===== src/cvsg_pkg.sv =====
// shared constants and types of the conversion signal generator
package cvsg_pkg;

  // ==========================================================
  // clock and widths
  localparam int CLK_HZ = 20_000_000;
  localparam int DIV_W = 28;
  localparam int ADDR_W = 12;

  // ==========================================================
  // register offsets
  localparam logic [11:0] OFF_CLK_ONE = 12'h320;
  localparam logic [11:0] OFF_CLK_TWO = 12'h324;
  localparam logic [11:0] OFF_INTERVAL = 12'h32c;
  localparam logic [11:0] OFF_COUNT = 12'h330;
  localparam logic [11:0] OFF_ENABLES = 12'h33c;
  localparam logic [11:0] OFF_ROUTING = 12'h340;
  localparam logic [11:0] OFF_SOURCE = 12'h344;
  localparam logic [11:0] OFF_TIMER = 12'h348;

  // ==========================================================
  // field positions
  localparam int REF_SEL_LSB = 29;
  localparam int FRAME_CLK_SEL_BIT = 29;
  localparam int EN_CLK_ONE_BIT = 0;
  localparam int EN_CLK_TWO_BIT = 1;
  localparam int EN_FRAME_BIT = 8;
  localparam int TIMER_ON_BIT = 31;
  localparam int TIMER_CLK_SEL_BIT = 30;
  localparam int TIMER_EXPIRED_BIT = 29;

  // ==========================================================
  // codes
  localparam logic [1:0] REF_20 = 2'h0;
  localparam logic [1:0] REF_22 = 2'h1;
  localparam logic [1:0] REF_60 = 2'h2;
  localparam logic [1:0] ROUTE_REAR = 2'h2;
  localparam logic [1:0] ROUTE_FRONT = 2'h3;
  localparam logic [1:0] SRC_REAR = 2'h2;
  localparam logic [1:0] SRC_FRONT = 2'h3;

  // ==========================================================
  // reset values
  localparam logic [27:0] DIV_RST = 28'hfff_ffff;
  localparam logic [27:0] INTERVAL_RST = 28'hfff_ffff;
  localparam logic [27:0] COUNT_RST = 28'h000_0000;
  localparam logic [27:0] TIMER_LEN_RST = 28'hfff_ffff;

  typedef enum logic [1:0] {
    FG_IDLE, FG_WAIT, FG_RUN, FG_DONE
  } cvsg_fg_state_t;

endpackage


===== src/cvsg_clkgen.sv =====
// programmable conversion clock divider
`timescale 1ns/1ns
module cvsg_clkgen (
  // clock and reset
  input wire logic clk,
  input wire logic srst,
  // control
  input wire logic on,
  input wire logic [1:0] ref_sel,
  input wire logic [27:0] divider,
  // reference strobes
  input wire logic tick_22,
  input wire logic tick_60,
  // divided clock
  output logic level,
  output logic rise
);

  typedef struct packed {
    logic [27:0] cnt;
    logic level;
    logic rise;
  } cvsg_clk_st_t;

  cvsg_clk_st_t s;
  cvsg_clk_st_t next_s;
  logic tick;

  always_comb begin
    next_s = s;
    next_s.rise = 1'b0;
    case (ref_sel) // RULE_01
      cvsg_pkg::REF_20: tick = 1'b1;
      cvsg_pkg::REF_22: tick = tick_22;
      cvsg_pkg::REF_60: tick = tick_60;
      default: tick = 1'b0;
    endcase
    if (!on) begin
      // RULE_18
      next_s.cnt = 28'h000_0000;
      next_s.level = 1'b0;
    end else if (tick) begin
      // high for the first half of each divided period
      next_s.level = (s.cnt <= (divider >> 1)); // RULE_01
      next_s.rise = (s.cnt == 28'h000_0000);
      // a divider lowered mid-period must still wrap, not run to 2^28
      if (s.cnt >= divider) begin
        next_s.cnt = 28'h000_0000;
      end else begin
        next_s.cnt = s.cnt + 28'h000_0001;
      end
    end
  end

  always_ff @(posedge clk) begin
    if (srst) begin
      s <= '0;
    end else begin
      s <= next_s;
    end
  end

  assign level = s.level;
  assign rise = s.rise;

  // ==========================================================
  // checks
  property p_off_quiet;
    @(posedge clk) disable iff (srst)
    !on |=> !level && s.cnt == 28'h000_0000;
  endproperty
  a_off_quiet: assert property (p_off_quiet) // RULE_18
    else $error("disabled generator not quiet");

  property p_rise_needs_tick;
    @(posedge clk) disable iff (srst)
    rise |-> $past(on) && $past(tick) && level;
  endproperty
  a_rise_needs_tick: assert property (p_rise_needs_tick) // RULE_01
    else $error("divided edge without reference tick");

  property p_fresh_start;
    @(posedge clk) disable iff (srst)
    !on ##1 (on && tick) |=> rise;
  endproperty
  a_fresh_start: assert property (p_fresh_start) // RULE_18
    else $error("enable did not begin a fresh period");

endmodule


===== src/cvsg_framegen.sv =====
// frame trigger pulse generator
`timescale 1ns/1ns
module cvsg_framegen (
  // clock and reset
  input wire logic clk,
  input wire logic srst,
  // control
  input wire logic on,
  input wire logic clk_rise,
  input wire logic [27:0] interval,
  input wire logic [27:0] count,
  // frame pulse, one cycle
  output logic pulse
);

  typedef struct packed {
    cvsg_pkg::cvsg_fg_state_t st;
    logic [27:0] gap;
    logic [27:0] sent;
    logic pulse;
  } cvsg_fg_st_t;

  cvsg_fg_st_t s;
  cvsg_fg_st_t next_s;

  always_comb begin
    next_s = s;
    next_s.pulse = 1'b0;
    case (s.st)
      cvsg_pkg::FG_IDLE: begin
        if (on) begin
          next_s.st = cvsg_pkg::FG_WAIT;
        end
      end
      cvsg_pkg::FG_WAIT: begin
        if (clk_rise) begin
          next_s.pulse = 1'b1; // RULE_06
          next_s.gap = 28'h000_0000;
          next_s.sent = 28'h000_0001;
          if (count == 28'h000_0001) begin
            next_s.st = cvsg_pkg::FG_DONE; // RULE_04
          end else begin
            next_s.st = cvsg_pkg::FG_RUN;
          end
        end
      end
      cvsg_pkg::FG_RUN: begin
        if (clk_rise) begin
          if (s.gap == interval) begin
            next_s.pulse = 1'b1; // RULE_03
            next_s.gap = 28'h000_0000;
            next_s.sent = s.sent + 28'h000_0001;
            // zero count never finishes
            if (count != 28'h000_0000 &&
                next_s.sent == count) begin
              next_s.st = cvsg_pkg::FG_DONE; // RULE_05
            end
          end else begin
            next_s.gap = s.gap + 28'h000_0001;
          end
        end
      end
      default: begin
        next_s.st = cvsg_pkg::FG_DONE;
      end
    endcase
    if (!on) begin
      // RULE_06
      next_s.st = cvsg_pkg::FG_IDLE;
      next_s.pulse = 1'b0;
    end
  end

  always_ff @(posedge clk) begin
    if (srst) begin
      s <= '0;
    end else begin
      s <= next_s;
    end
  end

  assign pulse = s.pulse;

  // ==========================================================
  // checks
  property p_pulse_on_edge;
    @(posedge clk) disable iff (srst)
    pulse |-> $past(clk_rise) && $past(on);
  endproperty
  a_pulse_on_edge: assert property (p_pulse_on_edge) // RULE_06
    else $error("frame pulse off the conversion clock edge");

  property p_single;
    @(posedge clk) disable iff (srst)
    pulse && $past(count) == 28'h000_0001 |-> s.st == cvsg_pkg::FG_DONE;
  endproperty
  a_single: assert property (p_single) // RULE_04
    else $error("single pulse mode kept running");

  property p_stop;
    @(posedge clk) disable iff (srst)
    !on |=> !pulse && s.st == cvsg_pkg::FG_IDLE;
  endproperty
  a_stop: assert property (p_stop) // RULE_06
    else $error("pulses continued after disable");

  property p_spacing;
    @(posedge clk) disable iff (srst)
    on && clk_rise && s.st == cvsg_pkg::FG_RUN && s.gap == interval
      |=> pulse;
  endproperty
  a_spacing: assert property (p_spacing) // RULE_03
    else $error("pulse interval not honoured");

  c_done: cover property (@(posedge clk) s.st == cvsg_pkg::FG_DONE);

endmodule


===== src/cvsg_top.sv =====
// conversion signal generator, routing and frame timer
// ==========================================================
// Functional notes
// RULE_01: clock output is reference over divider plus one
// RULE_02: one bit picks frame clock generator
// RULE_03: pulses spaced interval plus one clocks
// RULE_04: count of one gives single pulse
// RULE_05: count field sets pulses, zero endless
// RULE_06: enable starts at next clock edge
// RULE_07: software also enables associated clock generator
// RULE_08: separate clock enables start together
// RULE_09: software matches references for aligned phases
// RULE_10: routing drives nothing, rear pin, or front
// RULE_11: front line drive enable overrides generator
// RULE_12: sources pick generator, rear or front
// RULE_13: frame event clears and restarts timer
// RULE_14: control bit picks timer counting clock
// RULE_15: timer expires after length plus one
// RULE_16: expiry event sets flag, next frame clears
// RULE_17: both clocks and frame offered to sequencers
// RULE_18: disabled generator held low, counter cleared
// RULE_19: external inputs synchronised before edge detection
`timescale 1ns/1ns
module cvsg_top (
  // clock and reset
  input wire logic CLK,
  input wire logic SRST,
  // register port
  input wire logic [11:0] REG_ADDR,
  input wire logic REG_WR,
  input wire logic [31:0] REG_WDATA,
  input wire logic REG_RD,
  output logic [31:0] REG_RDATA,
  output logic REG_RVALID,
  // reference strobes for the 22.05 and 60 MHz sources
  input wire logic REF_TICK_22,
  input wire logic REF_TICK_60,
  // rear connector
  input wire logic CONVERSION_CLOCK_ONE_PIN_I,
  input wire logic CONVERSION_CLOCK_TWO_PIN_I,
  input wire logic FRAME_PULSE_PIN_I,
  output logic CONVERSION_CLOCK_ONE_PIN_O,
  output logic CONVERSION_CLOCK_ONE_PIN_OE,
  output logic CONVERSION_CLOCK_TWO_PIN_O,
  output logic CONVERSION_CLOCK_TWO_PIN_OE,
  output logic FRAME_PULSE_PIN_O,
  output logic FRAME_PULSE_PIN_OE,
  // front digital lines
  input wire logic [7:0] DIGITAL_LINE_I,
  input wire logic [7:0] DIGITAL_LINE_VALUE,
  input wire logic [7:0] DIGITAL_LINE_DRIVE_ENABLE,
  output logic [7:0] DIGITAL_LINE_O,
  output logic [7:0] DIGITAL_LINE_OE,
  // sequencer side
  output logic SEQ_CLOCK_ONE,
  output logic SEQ_CLOCK_TWO,
  output logic SEQ_CLOCK_ONE_RISE,
  output logic SEQ_CLOCK_TWO_RISE,
  output logic SEQ_FRAME_EVENT,
  output logic FRAME_TIMER_EVENT
);

  typedef struct packed {
    logic [27:0] div1;
    logic [1:0] sel1;
    logic [27:0] div2;
    logic [1:0] sel2;
    logic fg_csel;
    logic [27:0] interval;
    logic [27:0] count;
    logic en_c1;
    logic en_c2;
    logic en_fg;
    logic [5:0] route;
    logic [5:0] src;
    logic ft_on;
    logic ft_csel;
    logic ft_expired;
    logic ft_run;
    logic [27:0] ft_len;
    logic [27:0] ft_cnt;
    logic ft_event;
    logic [5:0] sync1;
    logic [5:0] sync2;
    logic [5:0] sync3;
    logic [2:0] seq_lvl;
    logic [2:0] seq_rise;
    logic [2:0] pin_o;
    logic [2:0] pin_oe;
    logic [7:0] line_o;
    logic [7:0] line_oe;
    logic [31:0] rdata;
    logic rvalid;
  } cvsg_top_st_t;

  cvsg_top_st_t s;
  cvsg_top_st_t next_s;
  logic c1_lvl;
  logic c1_rise;
  logic c2_lvl;
  logic c2_rise;
  logic fg_pulse;
  logic fg_rise;
  logic [2:0] gen_lvl;
  logic [2:0] gen_rise;
  logic [31:0] rd_word;
  logic ft_frame;
  logic ft_rise;
  logic ft_expire_now;

  function automatic logic hit(input logic [11:0] a,
                               input logic [11:0] off);
    hit = (a == off);
  endfunction

  // ==========================================================
  // generators
  cvsg_clkgen u_clk_one (
    .clk(CLK),
    .srst(SRST),
    .on(s.en_c1),
    .ref_sel(s.sel1),
    .divider(s.div1),
    .tick_22(REF_TICK_22),
    .tick_60(REF_TICK_60),
    .level(c1_lvl),
    .rise(c1_rise)
  );

  cvsg_clkgen u_clk_two (
    .clk(CLK),
    .srst(SRST),
    .on(s.en_c2),
    .ref_sel(s.sel2),
    .divider(s.div2),
    .tick_22(REF_TICK_22),
    .tick_60(REF_TICK_60),
    .level(c2_lvl),
    .rise(c2_rise)
  );

  // frame pulses follow the generator output, not the selected source
  assign fg_rise = s.fg_csel ? c2_rise : c1_rise; // RULE_02

  cvsg_framegen u_frame (
    .clk(CLK),
    .srst(SRST),
    .on(s.en_fg),
    .clk_rise(fg_rise),
    .interval(s.interval),
    .count(s.count),
    .pulse(fg_pulse)
  );

  assign gen_lvl = {fg_pulse, c2_lvl, c1_lvl};
  assign gen_rise = {fg_pulse, c2_rise, c1_rise};

  // ==========================================================
  // frame timer inputs, taken from the selected sources
  assign ft_frame = s.seq_rise[2];
  assign ft_rise = s.ft_csel ? s.seq_rise[1] : s.seq_rise[0]; // RULE_14
  assign ft_expire_now = s.ft_on && s.ft_run && ft_rise &&
                         (s.ft_cnt == s.ft_len); // RULE_15

  // ==========================================================
  // next state
  always_comb begin
    next_s = s;
    next_s.rvalid = 1'b0;
    next_s.ft_event = 1'b0;
    rd_word = 32'h0000_0000;

    // register writes
    if (REG_WR) begin
      if (hit(REG_ADDR, cvsg_pkg::OFF_CLK_ONE)) begin
        next_s.sel1 = REG_WDATA[cvsg_pkg::REF_SEL_LSB +: 2];
        next_s.div1 = REG_WDATA[cvsg_pkg::DIV_W-1:0];
      end
      if (hit(REG_ADDR, cvsg_pkg::OFF_CLK_TWO)) begin
        next_s.sel2 = REG_WDATA[cvsg_pkg::REF_SEL_LSB +: 2];
        next_s.div2 = REG_WDATA[cvsg_pkg::DIV_W-1:0];
      end
      if (hit(REG_ADDR, cvsg_pkg::OFF_INTERVAL)) begin
        next_s.fg_csel = REG_WDATA[cvsg_pkg::FRAME_CLK_SEL_BIT];
        next_s.interval = REG_WDATA[cvsg_pkg::DIV_W-1:0];
      end
      if (hit(REG_ADDR, cvsg_pkg::OFF_COUNT)) begin
        next_s.count = REG_WDATA[cvsg_pkg::DIV_W-1:0];
      end
      if (hit(REG_ADDR, cvsg_pkg::OFF_ENABLES)) begin
        // one write, one edge: both clocks start together
        next_s.en_c1 = REG_WDATA[cvsg_pkg::EN_CLK_ONE_BIT]; // RULE_08
        next_s.en_c2 = REG_WDATA[cvsg_pkg::EN_CLK_TWO_BIT]; // RULE_08
        next_s.en_fg = REG_WDATA[cvsg_pkg::EN_FRAME_BIT];
      end
      if (hit(REG_ADDR, cvsg_pkg::OFF_ROUTING)) begin
        next_s.route = REG_WDATA[5:0];
      end
      if (hit(REG_ADDR, cvsg_pkg::OFF_SOURCE)) begin
        next_s.src = REG_WDATA[5:0];
      end
      if (hit(REG_ADDR, cvsg_pkg::OFF_TIMER)) begin
        next_s.ft_on = REG_WDATA[cvsg_pkg::TIMER_ON_BIT];
        next_s.ft_csel = REG_WDATA[cvsg_pkg::TIMER_CLK_SEL_BIT];
        next_s.ft_len = REG_WDATA[cvsg_pkg::DIV_W-1:0];
      end
    end

    // register reads, unmapped reads give zero
    if (hit(REG_ADDR, cvsg_pkg::OFF_CLK_ONE)) begin
      rd_word = {1'b0, s.sel1, 1'b0, s.div1};
    end else if (hit(REG_ADDR, cvsg_pkg::OFF_CLK_TWO)) begin
      rd_word = {1'b0, s.sel2, 1'b0, s.div2};
    end else if (hit(REG_ADDR, cvsg_pkg::OFF_INTERVAL)) begin
      rd_word = {2'b00, s.fg_csel, 1'b0, s.interval};
    end else if (hit(REG_ADDR, cvsg_pkg::OFF_COUNT)) begin
      rd_word = {4'h0, s.count};
    end else if (hit(REG_ADDR, cvsg_pkg::OFF_ENABLES)) begin
      rd_word = {23'h00_0000, s.en_fg, 6'h00, s.en_c2, s.en_c1};
    end else if (hit(REG_ADDR, cvsg_pkg::OFF_ROUTING)) begin
      rd_word = {26'h000_0000, s.route};
    end else if (hit(REG_ADDR, cvsg_pkg::OFF_SOURCE)) begin
      rd_word = {26'h000_0000, s.src};
    end else if (hit(REG_ADDR, cvsg_pkg::OFF_TIMER)) begin
      rd_word = {s.ft_on, s.ft_csel, s.ft_expired, 1'b0, s.ft_len};
    end
    if (REG_RD) begin
      next_s.rvalid = 1'b1;
      next_s.rdata = rd_word;
    end

    // two stage synchronisers, third stage only for edges
    next_s.sync1 = {DIGITAL_LINE_I[4], DIGITAL_LINE_I[2],
                    DIGITAL_LINE_I[0], FRAME_PULSE_PIN_I,
                    CONVERSION_CLOCK_TWO_PIN_I,
                    CONVERSION_CLOCK_ONE_PIN_I}; // RULE_19
    next_s.sync2 = s.sync1; // RULE_19
    next_s.sync3 = s.sync2;

    // source select and routing per signal
    for (int k = 0; k < 3; k++) begin
      case (s.src[2*k +: 2]) // RULE_12
        cvsg_pkg::SRC_REAR: begin
          next_s.seq_lvl[k] = s.sync2[k];
          next_s.seq_rise[k] = s.sync2[k] & ~s.sync3[k]; // RULE_19
        end
        cvsg_pkg::SRC_FRONT: begin
          next_s.seq_lvl[k] = s.sync2[k+3];
          next_s.seq_rise[k] = s.sync2[k+3] & ~s.sync3[k+3];
        end
        default: begin
          next_s.seq_lvl[k] = gen_lvl[k];
          next_s.seq_rise[k] = gen_rise[k]; // RULE_17
        end
      endcase
      next_s.pin_o[k] = gen_lvl[k];
      next_s.pin_oe[k] = (s.route[2*k +: 2] ==
                          cvsg_pkg::ROUTE_REAR); // RULE_10
    end

    // front lines: plain digital output unless routed with drive enable clear
    next_s.line_o = DIGITAL_LINE_VALUE & DIGITAL_LINE_DRIVE_ENABLE;
    next_s.line_oe = DIGITAL_LINE_DRIVE_ENABLE;
    for (int k = 0; k < 3; k++) begin
      if (!DIGITAL_LINE_DRIVE_ENABLE[2*k] &&
          s.route[2*k +: 2] == cvsg_pkg::ROUTE_FRONT) begin
        next_s.line_o[2*k] = gen_lvl[k]; // RULE_11
        next_s.line_oe[2*k] = 1'b1; // RULE_10
      end
    end

    // frame timer; an expiry in a frame cycle still sets the flag
    if (!s.ft_on) begin
      next_s.ft_run = 1'b0;
      next_s.ft_cnt = 28'h000_0000;
    end else if (ft_frame) begin
      next_s.ft_run = 1'b1; // RULE_13
      next_s.ft_cnt = 28'h000_0000; // RULE_13
    end else if (ft_expire_now) begin
      next_s.ft_run = 1'b0;
    end else if (s.ft_run && ft_rise) begin
      next_s.ft_cnt = s.ft_cnt + 28'h000_0001; // RULE_14
    end
    if (ft_expire_now) begin
      next_s.ft_expired = 1'b1; // RULE_16
      next_s.ft_event = 1'b1; // RULE_16
    end else if (s.ft_on && ft_frame) begin
      next_s.ft_expired = 1'b0; // RULE_16
    end
  end

  // ==========================================================
  // state register
  always_ff @(posedge CLK) begin
    if (SRST) begin
      s <= '0;
      s.div1 <= cvsg_pkg::DIV_RST;
      s.div2 <= cvsg_pkg::DIV_RST;
      s.interval <= cvsg_pkg::INTERVAL_RST;
      s.count <= cvsg_pkg::COUNT_RST;
      s.ft_len <= cvsg_pkg::TIMER_LEN_RST;
    end else begin
      s <= next_s;
    end
  end

  assign REG_RDATA = s.rdata;
  assign REG_RVALID = s.rvalid;
  assign CONVERSION_CLOCK_ONE_PIN_O = s.pin_o[0];
  assign CONVERSION_CLOCK_ONE_PIN_OE = s.pin_oe[0];
  assign CONVERSION_CLOCK_TWO_PIN_O = s.pin_o[1];
  assign CONVERSION_CLOCK_TWO_PIN_OE = s.pin_oe[1];
  assign FRAME_PULSE_PIN_O = s.pin_o[2];
  assign FRAME_PULSE_PIN_OE = s.pin_oe[2];
  assign DIGITAL_LINE_O = s.line_o;
  assign DIGITAL_LINE_OE = s.line_oe;
  assign SEQ_CLOCK_ONE = s.seq_lvl[0];
  assign SEQ_CLOCK_TWO = s.seq_lvl[1];
  assign SEQ_CLOCK_ONE_RISE = s.seq_rise[0];
  assign SEQ_CLOCK_TWO_RISE = s.seq_rise[1];
  assign SEQ_FRAME_EVENT = s.seq_rise[2];
  assign FRAME_TIMER_EVENT = s.ft_event;

  // ==========================================================
  // checks
  property p_override;
    @(posedge CLK) disable iff (SRST)
    DIGITAL_LINE_DRIVE_ENABLE[0] |=> DIGITAL_LINE_OE[0] &&
      DIGITAL_LINE_O[0] == $past(DIGITAL_LINE_VALUE[0]);
  endproperty
  a_override: assert property (p_override) // RULE_11
    else $error("drive enable did not override routing");

  property p_rear_route;
    @(posedge CLK) disable iff (SRST)
    s.route[1:0] == cvsg_pkg::ROUTE_REAR && $stable(s.route)
      |-> CONVERSION_CLOCK_ONE_PIN_OE &&
          CONVERSION_CLOCK_ONE_PIN_O == $past(c1_lvl);
  endproperty
  a_rear_route: assert property (p_rear_route) // RULE_10
    else $error("rear pin not driven by generator");

  property p_restart;
    @(posedge CLK) disable iff (SRST)
    s.ft_on && ft_frame |=> s.ft_run && s.ft_cnt == 28'h000_0000;
  endproperty
  a_restart: assert property (p_restart) // RULE_13
    else $error("frame event did not restart timer");

  property p_expire;
    @(posedge CLK) disable iff (SRST)
    ft_expire_now |=> FRAME_TIMER_EVENT && s.ft_expired;
  endproperty
  a_expire: assert property (p_expire) // RULE_15
    else $error("timer expiry not flagged");

  property p_flag_clear;
    @(posedge CLK) disable iff (SRST)
    s.ft_on && ft_frame && !ft_expire_now |=> !s.ft_expired;
  endproperty
  a_flag_clear: assert property (p_flag_clear) // RULE_16
    else $error("expiry flag survived a frame event");

  property p_count_clock;
    @(posedge CLK) disable iff (SRST)
    s.ft_cnt != $past(s.ft_cnt) && s.ft_cnt != 28'h000_0000
      |-> $past(ft_rise);
  endproperty
  a_count_clock: assert property (p_count_clock) // RULE_14
    else $error("timer counted without selected clock");

  property p_sync_start;
    @(posedge CLK) disable iff (SRST)
    REG_WR && hit(REG_ADDR, cvsg_pkg::OFF_ENABLES) &&
      REG_WDATA[1:0] == 2'b11 |=> s.en_c1 && s.en_c2;
  endproperty
  a_sync_start: assert property (p_sync_start) // RULE_08
    else $error("clock enables not taken together");

  property p_rear_sync;
    @(posedge CLK) disable iff (SRST)
    s.src[1:0] == cvsg_pkg::SRC_REAR ##1
      s.src[1:0] == cvsg_pkg::SRC_REAR && s.sync2[0] && !s.sync3[0]
      |=> SEQ_CLOCK_ONE_RISE;
  endproperty
  a_rear_sync: assert property (p_rear_sync) // RULE_19
    else $error("external clock edge not passed on");

  c_expiry: cover property (@(posedge CLK) FRAME_TIMER_EVENT);
  c_frame: cover property (@(posedge CLK) SEQ_FRAME_EVENT);
  c_front: cover property (@(posedge CLK)
    DIGITAL_LINE_OE[2] && !DIGITAL_LINE_DRIVE_ENABLE[2]);

endmodule


===== config.mk =====
export PLATFORM = sky130hd
export DESIGN_NAME = cvsg_top
export DESIGN_NICKNAME = d
export VERILOG_FILES = /design/src/cvsg_pkg.sv /design/src/cvsg_clkgen.sv /design/src/cvsg_framegen.sv /design/src/cvsg_top.sv
export SDC_FILE = /design/constraint.sdc
export NUM_CORES = 1
export LEC_CHECK = 0
export BUFFER_PORTS_ARGS = -buffer_cell sky130_fd_sc_hd__buf_2
export CAP_MARGIN = 20
export CORE_AREA = 4 4 224 226
export CTS_CLUSTER_SIZE = 8
export DETAILED_ROUTE_END_ITERATION = 10
export DIE_AREA = 0 0 228 230
export GPL_TIMING_DRIVEN = 0
export SYNTH_ARGS = -nofsm -noshare
export SYNTH_HDL_FRONTEND = slang
export SYNTH_HIERARCHICAL = 1
export SYNTH_SLANG_ARGS = --single-unit
export TNS_END_PERCENT = 20

===== constraint.sdc =====
create_clock -name CLK -period 3.1 [get_ports CLK]
set_input_delay 0.62 -clock CLK [delete_from_list [all_inputs] [get_ports CLK]]
set_output_delay 0.62 -clock CLK [all_outputs]
set_load 0.02 [all_outputs]

==> impl_metrics.yaml, run 1 <==
pwr:
  power_density_mw_per_mm2: 443
  cellLeakagePower_nw: 10.5
  ir_worst_vdd_v: 0.000390
  finalPower_mw: 10.8
place:
  hpwl_um: 57500
  dpl-instance-area_mm2: 0.0228
  placed_cells: 3351
  numPortBuffers: 126
  place_congestion: 0.967
  place_ws_ns: -0.206
route:
  drtAntennaViolNets: 0
  via_per_inst: 5.86
  drt_wl_total_um: 74600
  wl_per_cell_um: 21.9
  route.detailed.drc: 0
  num_vias: 20000
  drtIter0Drc: 1616
  dr.pass1.iters: 6
synthesis:
  synthFlopType: "dfxtp_1"
  ys_seq_area_share_pct: 36.4
  synth.distinct_cells: 86
  syn_inst: 2603
  synth_edf_count: 0
  syn_avg_cell_area_um2: 8.22
  yosysWarnings: 6
  synthArstFlopShare_pct: 0
  synth_fp_nets: 2801
  syn-cell-area_mm2: 0.0214
  synth-seq-cells: 389
global_routing:
  grtUsageTotal_pct: 27.5
  grt_max_degree: 16
  overflow: 0
  antenna_found_initial: 0
  grt_pass1_wl_um: 113000
  grt_pass1_vias: 18900
final_layout:
  final_common_cell: "nand2_1"
  nFillCells: 4712
  syn_to_final_growth_pct: 13.5
  nets: 2983
  mostFrequentLayoutCells: "417 x nand2_1, 389 x dfxtp_1, 176 x nor2_1, 155 x buf_2, 154 x a21oi_1"
  drive_gt1_share_pct: 11.5
  post-route-cell-area_mm2: 0.0243
  layout.cells.non_filler: 3410
  seqCellArea_mm2: 0.00779
  multi_input_area_mm2: 0.0124
  diodes: 0
  postLayoutCoreUtil_pct: 50.2
timing:
  max_freq_mhz: 328
  setup_viol: 0
  tns_ns: 0
  fin_crit_ns: 3.05
  fin_crit_sh_pct: 98.3
  grt_setup_unrepaired: "no"
  worst_pin_slew_ns: 0.909
  hold_ws_ns: 0.218
  drv_slew: 0
  finalWorstSetupSlack_ns: 0.0516
  hold_viol: 0
  relSlewSlack_pct: 39.4
  finClkSkew_ns: 0.0223
worst_hold_path:
  min_path_type: "primary input to flop"
clock_tree:
  root_buffer: "clkbuf_16"
  cts_inserted_buffers: 54
  htreeDepth: 2
  cts_tree: "yes"
  clock-sinks: 389
  clk_path_buf_depth: 3
  cts.clk_slew.worst_paths_ns: 0.06
  clk_latency_ns: 0.61
worst_setup_path:
  cpPeakStageDelay_ns: 0.65
  crit_path_end_kind: "flop"
  slowest_stage: "a311oi_1"
  worstPathCellList: "ha_1, nor2b_1, or3_1, a311oi_1, o2111ai_1, nor4_1, nand4_1, a31oi_1"
  start_kind: "flop"
  arrival_ns: 3.58
  critPathRequiredTime_ns: 3.63
  critical_path_class: "flop to flop"
  cp_max_fo: 8
floorplanning:
  pin_count: 138
  die_h_um: 230
  core_mm2: 0.0483
  die_w_um: 228
  dieArea_mm2: 0.0524
  rows: 81
  initial_core_util_pct: 44.2
run_status:
  status: "completed"
run:
  cap_violations: 0
## power breakdown
group | internal (mW) | switching [mW]
clock | 3.13 | 2.20
combinational | 0.124 | 0.265
sequential | 5.03 | 0.00726
## cell usage after synthesis (5+ instances only)
master	count	area share [%]
buf_6	5	0.26
a2bb2oi_1	23	0.94
or3_1	35	1.0
o21ai_0	111	2.6
a21oi_1	154	3.6
buf_4	53	1.9
o31ai_1	5	0.18
a31oi_1	15	0.44
nor2_2	9	0.26
a221oi_1	22	0.90
o221ai_1	9	0.37
nor4_1	37	1.1
mux2i_1	46	2.2
dfxtp_1	389	36
and3_1	33	0.97
nand2b_1	20	0.58
nand4_1	64	1.9
inv_1	81	1.4
and2_1	16	0.47
a211oi_1	20	0.70
ha_1	121	7.1
xnor2_1	85	3.5
clkbuf_1	96	1.7
and4_1	12	0.49
o211ai_1	10	0.35
nor2_1	177	3.1
xor2_1	77	3.2
nand4b_1	6	0.25
a21o_1	14	0.49
a21boi_0	6	0.21
nand2_1	417	7.3
nand3_1	73	1.7
nor3_1	28	0.66
o22ai_1	10	0.29
or2_2	5	0.15
nand3b_1	123	4.3
or4_1	16	0.56
o21bai_1	5	0.18
nor2b_1	52	1.5
buf_2	29	0.68
nor3b_1	8	0.28
nor2_4	5	0.26
## worst max-delay path: cells and delay by family, from the launching register on
kind            cells  cell delay [ns]
fa+ha+maj           1             0.35
simple gates        4             1.04
compound gates      3             1.09
flops               1             0.49
## worst paths after layout
kind | slack (ns) | end | cells past startpoint | start
max | 0.05 | u_frame/s[57] | 8 | u_frame/s[1]
min reg2reg | 0.43 | next_s[61] | 1 | next_s[67]
min | 0.22 | DIGITAL_LINE_O[5] | 2 | DIGITAL_LINE_VALUE[5]
max reg2reg | 0.05 | u_frame/s[57] | 8 | u_frame/s[1]
## registers in the layout, indices dropped and copies added (netlist names), 8 cells and up
signal           cells
DIGITAL_LINE_O       8
u_clk_two/s         28
DIGITAL_LINE_OE      8
next_s              12
REG_RDATA           31
u_frame/s           58
s                  198
u_clk_one/s         28
## logic make-up (layout without fill, tap and decap cells)
family	after synthesis	count (layout)	share of synthesized area, %
buf+inv	267	452	5.96
fa+ha+maj	121	121	7.08
mux	49	49	2.33
compound gates	451	451	13.2
xor+xnor	162	162	6.63
other cells	1	1	0.0175
flops	389	389	36.4
simple gates	1163	1163	28.4
## cell type report
class / count / area share (%)
Clock buffer: 57 / 5.74
Tap cell: 622 / 3.20
Buffer: 185 / 3.99
Sequential cell: 389 / 32.1
Clock inverter: 2 / 0.247
Timing Repair Buffer: 127 / 2.63
Multi-Input combinational cell: 1947 / 50.9
Inverter: 81 / 1.25
## per-layer routing
metal  track usage (%)  up-vias  wire (um)
met5                 0        -          0
met4              10.1        0       2790
met3              3.72      144       5750
met2              43.8      860      33100
met1              38.2     9544      32900
li1                  -     9445          -
## timing repair
item | 4_1_cts | 5_1_grt
setup buffers | 0 | 1
hold buffers | 0 | 0
pin swaps | 0 | 1
setup endpoints to repair | 36 | 21
resized for setup | 4 | 4
(Power assumes the default switching activity.)
==> run 2: changes to the inputs <==
Settings changed: ABC_AREA set to 1, CORE_AREA 4 4 224 226 to 4 4 233 235, DIE_AREA 0 0 228 230 to 0 0 237 239.
==> impl_metrics.yaml, run 2 <==
synthesis:
  synth_fp_nets: 3475
  synth_common_cells: "759 x nand2_1, 398 x inv_1, 389 x dfxtp_1"
  yosys.cell_count.top_type: "nand2_1"
  synthArstFlopShare_pct: 0
  synth.distinct_cells: 63
  synth-seq-cells: 389
  synth_area_leader_cell: "dfxtp_1"
  synthFlopType: "dfxtp_1"
  syn-cell-area_mm2: 0.0232
  ys_seq_area_share_pct: 33.6
  synth_top_area_share_pct: 33.6
  synth_edf_count: 0
  syn_inst: 3277
  synth_area_leaders: "dfxtp_1 34%, nand2_1 12%, ha_1 6.5%, inv_1 6.4%, nor2_1 5.0%"
  yosysWarnings: 6
  syn_avg_cell_area_um2: 7.08
global_routing:
  antenna_found_initial: 1
  grt_pass1_wl_um: 125000
  grt_max_degree: 17
  grtUsageTotal_pct: 28.0
  grt_pass1_vias: 21600
  overflow: 0
clock_tree:
  postCtsSetupRepairBufs: 0
  cts_tree: "yes"
  clk_path_buf_depth: 3
  ctsHoldBuffers: 0
  cts.clk_slew.worst_paths_ns: 0.05
  cts_inserted_buffers: 55
  htreeDepth: 2
  cts_resized: 0
  root_buffer: "clkbuf_16"
  clk_latency_ns: 0.64
  clock-sinks: 389
timing:
  tns_ns: 0
  finClkSkew_ns: 0.0478
  worst_pin_slew_ns: 0.859
  hold_viol: 0
  max_freq_mhz: 349
  relSlewSlack_pct: 42.7
  grt_setup_unrepaired: "no"
  drv_slew: 0
  setup_viol: 0
  fin_crit_sh_pct: 92.3
  fin_crit_ns: 2.86
worst_setup_path:
  critical_path_buf_inv_count: 4
  rrSetupSlack_ns: 0.24
  crit_family: "simple AND/OR/NAND/NOR gates"
  slowest_stage: "mux2_2"
  worstPathCellList: "mux2_2, nand2_1, inv_1, nor2_2, inv_1, clkbuf_1, nand2_4, buf_2, nand2_1, a21oi_1"
  reg2reg_to: "u_frame/s[28]"
  r2r-start: "s[211]"
  arrival_ns: 3.39
  path_depth: 10
  rr_worst_depth: 10
  critical_path_class: "flop to flop"
  start_kind: "flop"
  startpoint: "s[211]"
  crit_path_end_kind: "flop"
  cp-endpoint: "u_frame/s[28]"
  cp_max_fo: 10
  critPathRequiredTime_ns: 3.63
  cpPeakStageDelay_ns: 0.47
floorplanning:
  core_mm2: 0.0522
  dieArea_mm2: 0.0566
  initial_core_util_pct: 44.4
  pin_count: 138
  rows: 84
  die_h_um: 239
  die_w_um: 237
route:
  drt_wl_total_um: 82000
  num_vias: 22600
  top_layer: "met5"
  wl_met3_um: 4760
  wirelength_met1_um: 34900
  route.detailed.drc: 0
  via_per_inst: 5.42
  wl_per_cell_um: 19.7
  wl_met2_um: 38200
  dr.pass1.iters: 5
  drtIter0Drc: 1673
  drtAntennaViolNets: 0
place:
  hpwl_um: 65600
  place_congestion: 0.982
  numPortBuffers: 129
pwr:
  power_density_mw_per_mm2: 422
  p_sw_mw: 2.68
  power_frac_comb_pct: 4.0
  ir_worst_vdd_v: 0.000401
  switching_share_pct: 24.2
  pwr-share-seq_pct: 45.7
  clkPwrFrac_pct: 50.3
  p_int_mw: 8.40
  cellLeakagePower_nw: 12.0
final_layout:
  final_common_cell: "nand2_1"
  nFillCells: 5184
  top_register: "s"
  mostFrequentLayoutCells: "758 x nand2_1, 398 x inv_1, 389 x dfxtp_1, 310 x nor2_1, 201 x a21oi_1"
  largest_reg_flops: 198
  syn_to_final_growth_pct: 13.1
  postLayoutCoreUtil_pct: 50.2
  nets: 3661
  drive_gt1_share_pct: 13.1
run_status:
  status: "completed"
run:
  cap_violations: 0
worst_hold_path:
  min_path_type: "primary input to flop"
## run 2: worst reg2reg max path: stages (launching register included)
cell and delay [ns]:
dfxtp_1 0.37, mux2_2 0.47, nand2_1 0.24, inv_1 0.11, nor2_2 0.32, inv_1 0.13, clkbuf_1 0.31, nand2_4 0.27
buf_2 0.31, nand2_1 0.08, a21oi_1 0.14
## run 2: worst min path at each step
stage	end	slack [ns]	cells after the start	startpoint
floorplan	next_s[61]	0.39	2	next_s[67]
finish	next_s[67]	0.19	3	CONVERSION_CLOCK_ONE_PIN_I
global placement	next_s[62]	0.39	2	next_s[68]
detailed placement	next_s[62]	0.40	2	next_s[68]
global route	next_s[70]	0.20	3	DIGITAL_LINE_I[0]
CTS	next_s[67]	0.17	3	CONVERSION_CLOCK_ONE_PIN_I
## run 2: final cells by class
| type | instances | area, um2 | share of cell area [%] |
|---|---|---|---|
| well taps | 688 | 861 | 3.28 |
| repair buffers | 129 | 646 | 2.46 |
| diodes | 1 | 2.50 | 0.00954 |
| inverters | 412 | 1550 | 5.89 |
| clock buffers | 62 | 1440 | 5.50 |
| flip-flops and latches | 389 | 7790 | 29.7 |
| clock inverters | 3 | 76.3 | 0.291 |
| multi-input cells | 2315 | 12900 | 49.2 |
| plain buffers | 161 | 966 | 3.68 |
## run 2: cells by family (layout without fill, tap and decap cells)
kind of cell,Yosys count,count (layout),share of synthesized area (%)
DFF,389,389,33.6
adders and majority gates,121,121,6.52
other,1,2,0.0162
buffers and inverters,573,767,10.8
and+or+nand+nor,1544,1544,29.8
AOI/OAI and AO/OA,529,529,14.5
xor gates and xnor gates,119,119,4.70
muxes,1,1,0.0485
## run 2: metal layers
layer / vias up / track usage, %
met2: 719 / 46.6
met4: 2 / 13.0
li1: 11100 / -
met5: - / 0
met1: 10600 / 36.4
met3: 178 / 3.48
## run 2: stage by stage
| stage | total power [mW] | setup WS [ns] | cells | hold WS (ns) | instance area [um2] |
|---|---|---|---|---|---|
| global placement | 5.60 | 0.0190 | 4094 | 0.390 | 24700 |
| CTS | 11.2 | 0.0134 | 4159 | 0.170 | 26200 |
| detailed placement | 5.60 | 0.0120 | 4094 | 0.398 | 24700 |
| floorplan | 5.38 | 1.07 | 3277 | 0.388 | 23200 |
| global route | 11.4 | 0.0353 | 4159 | 0.202 | 26200 |
| finish | 11.1 | 0.238 | 4160 | 0.193 | 26200 |
## run 2: power by group through the flow
stage               Clock, mW  Sequential, mW  Combinational [mW]
floorplan                   0            5.15               0.229
global placement            0            5.17               0.431
detailed placement          0            5.17               0.434
CTS                      5.67            5.07               0.436
global route             5.86            5.06               0.468
finish                   5.57            5.07               0.443
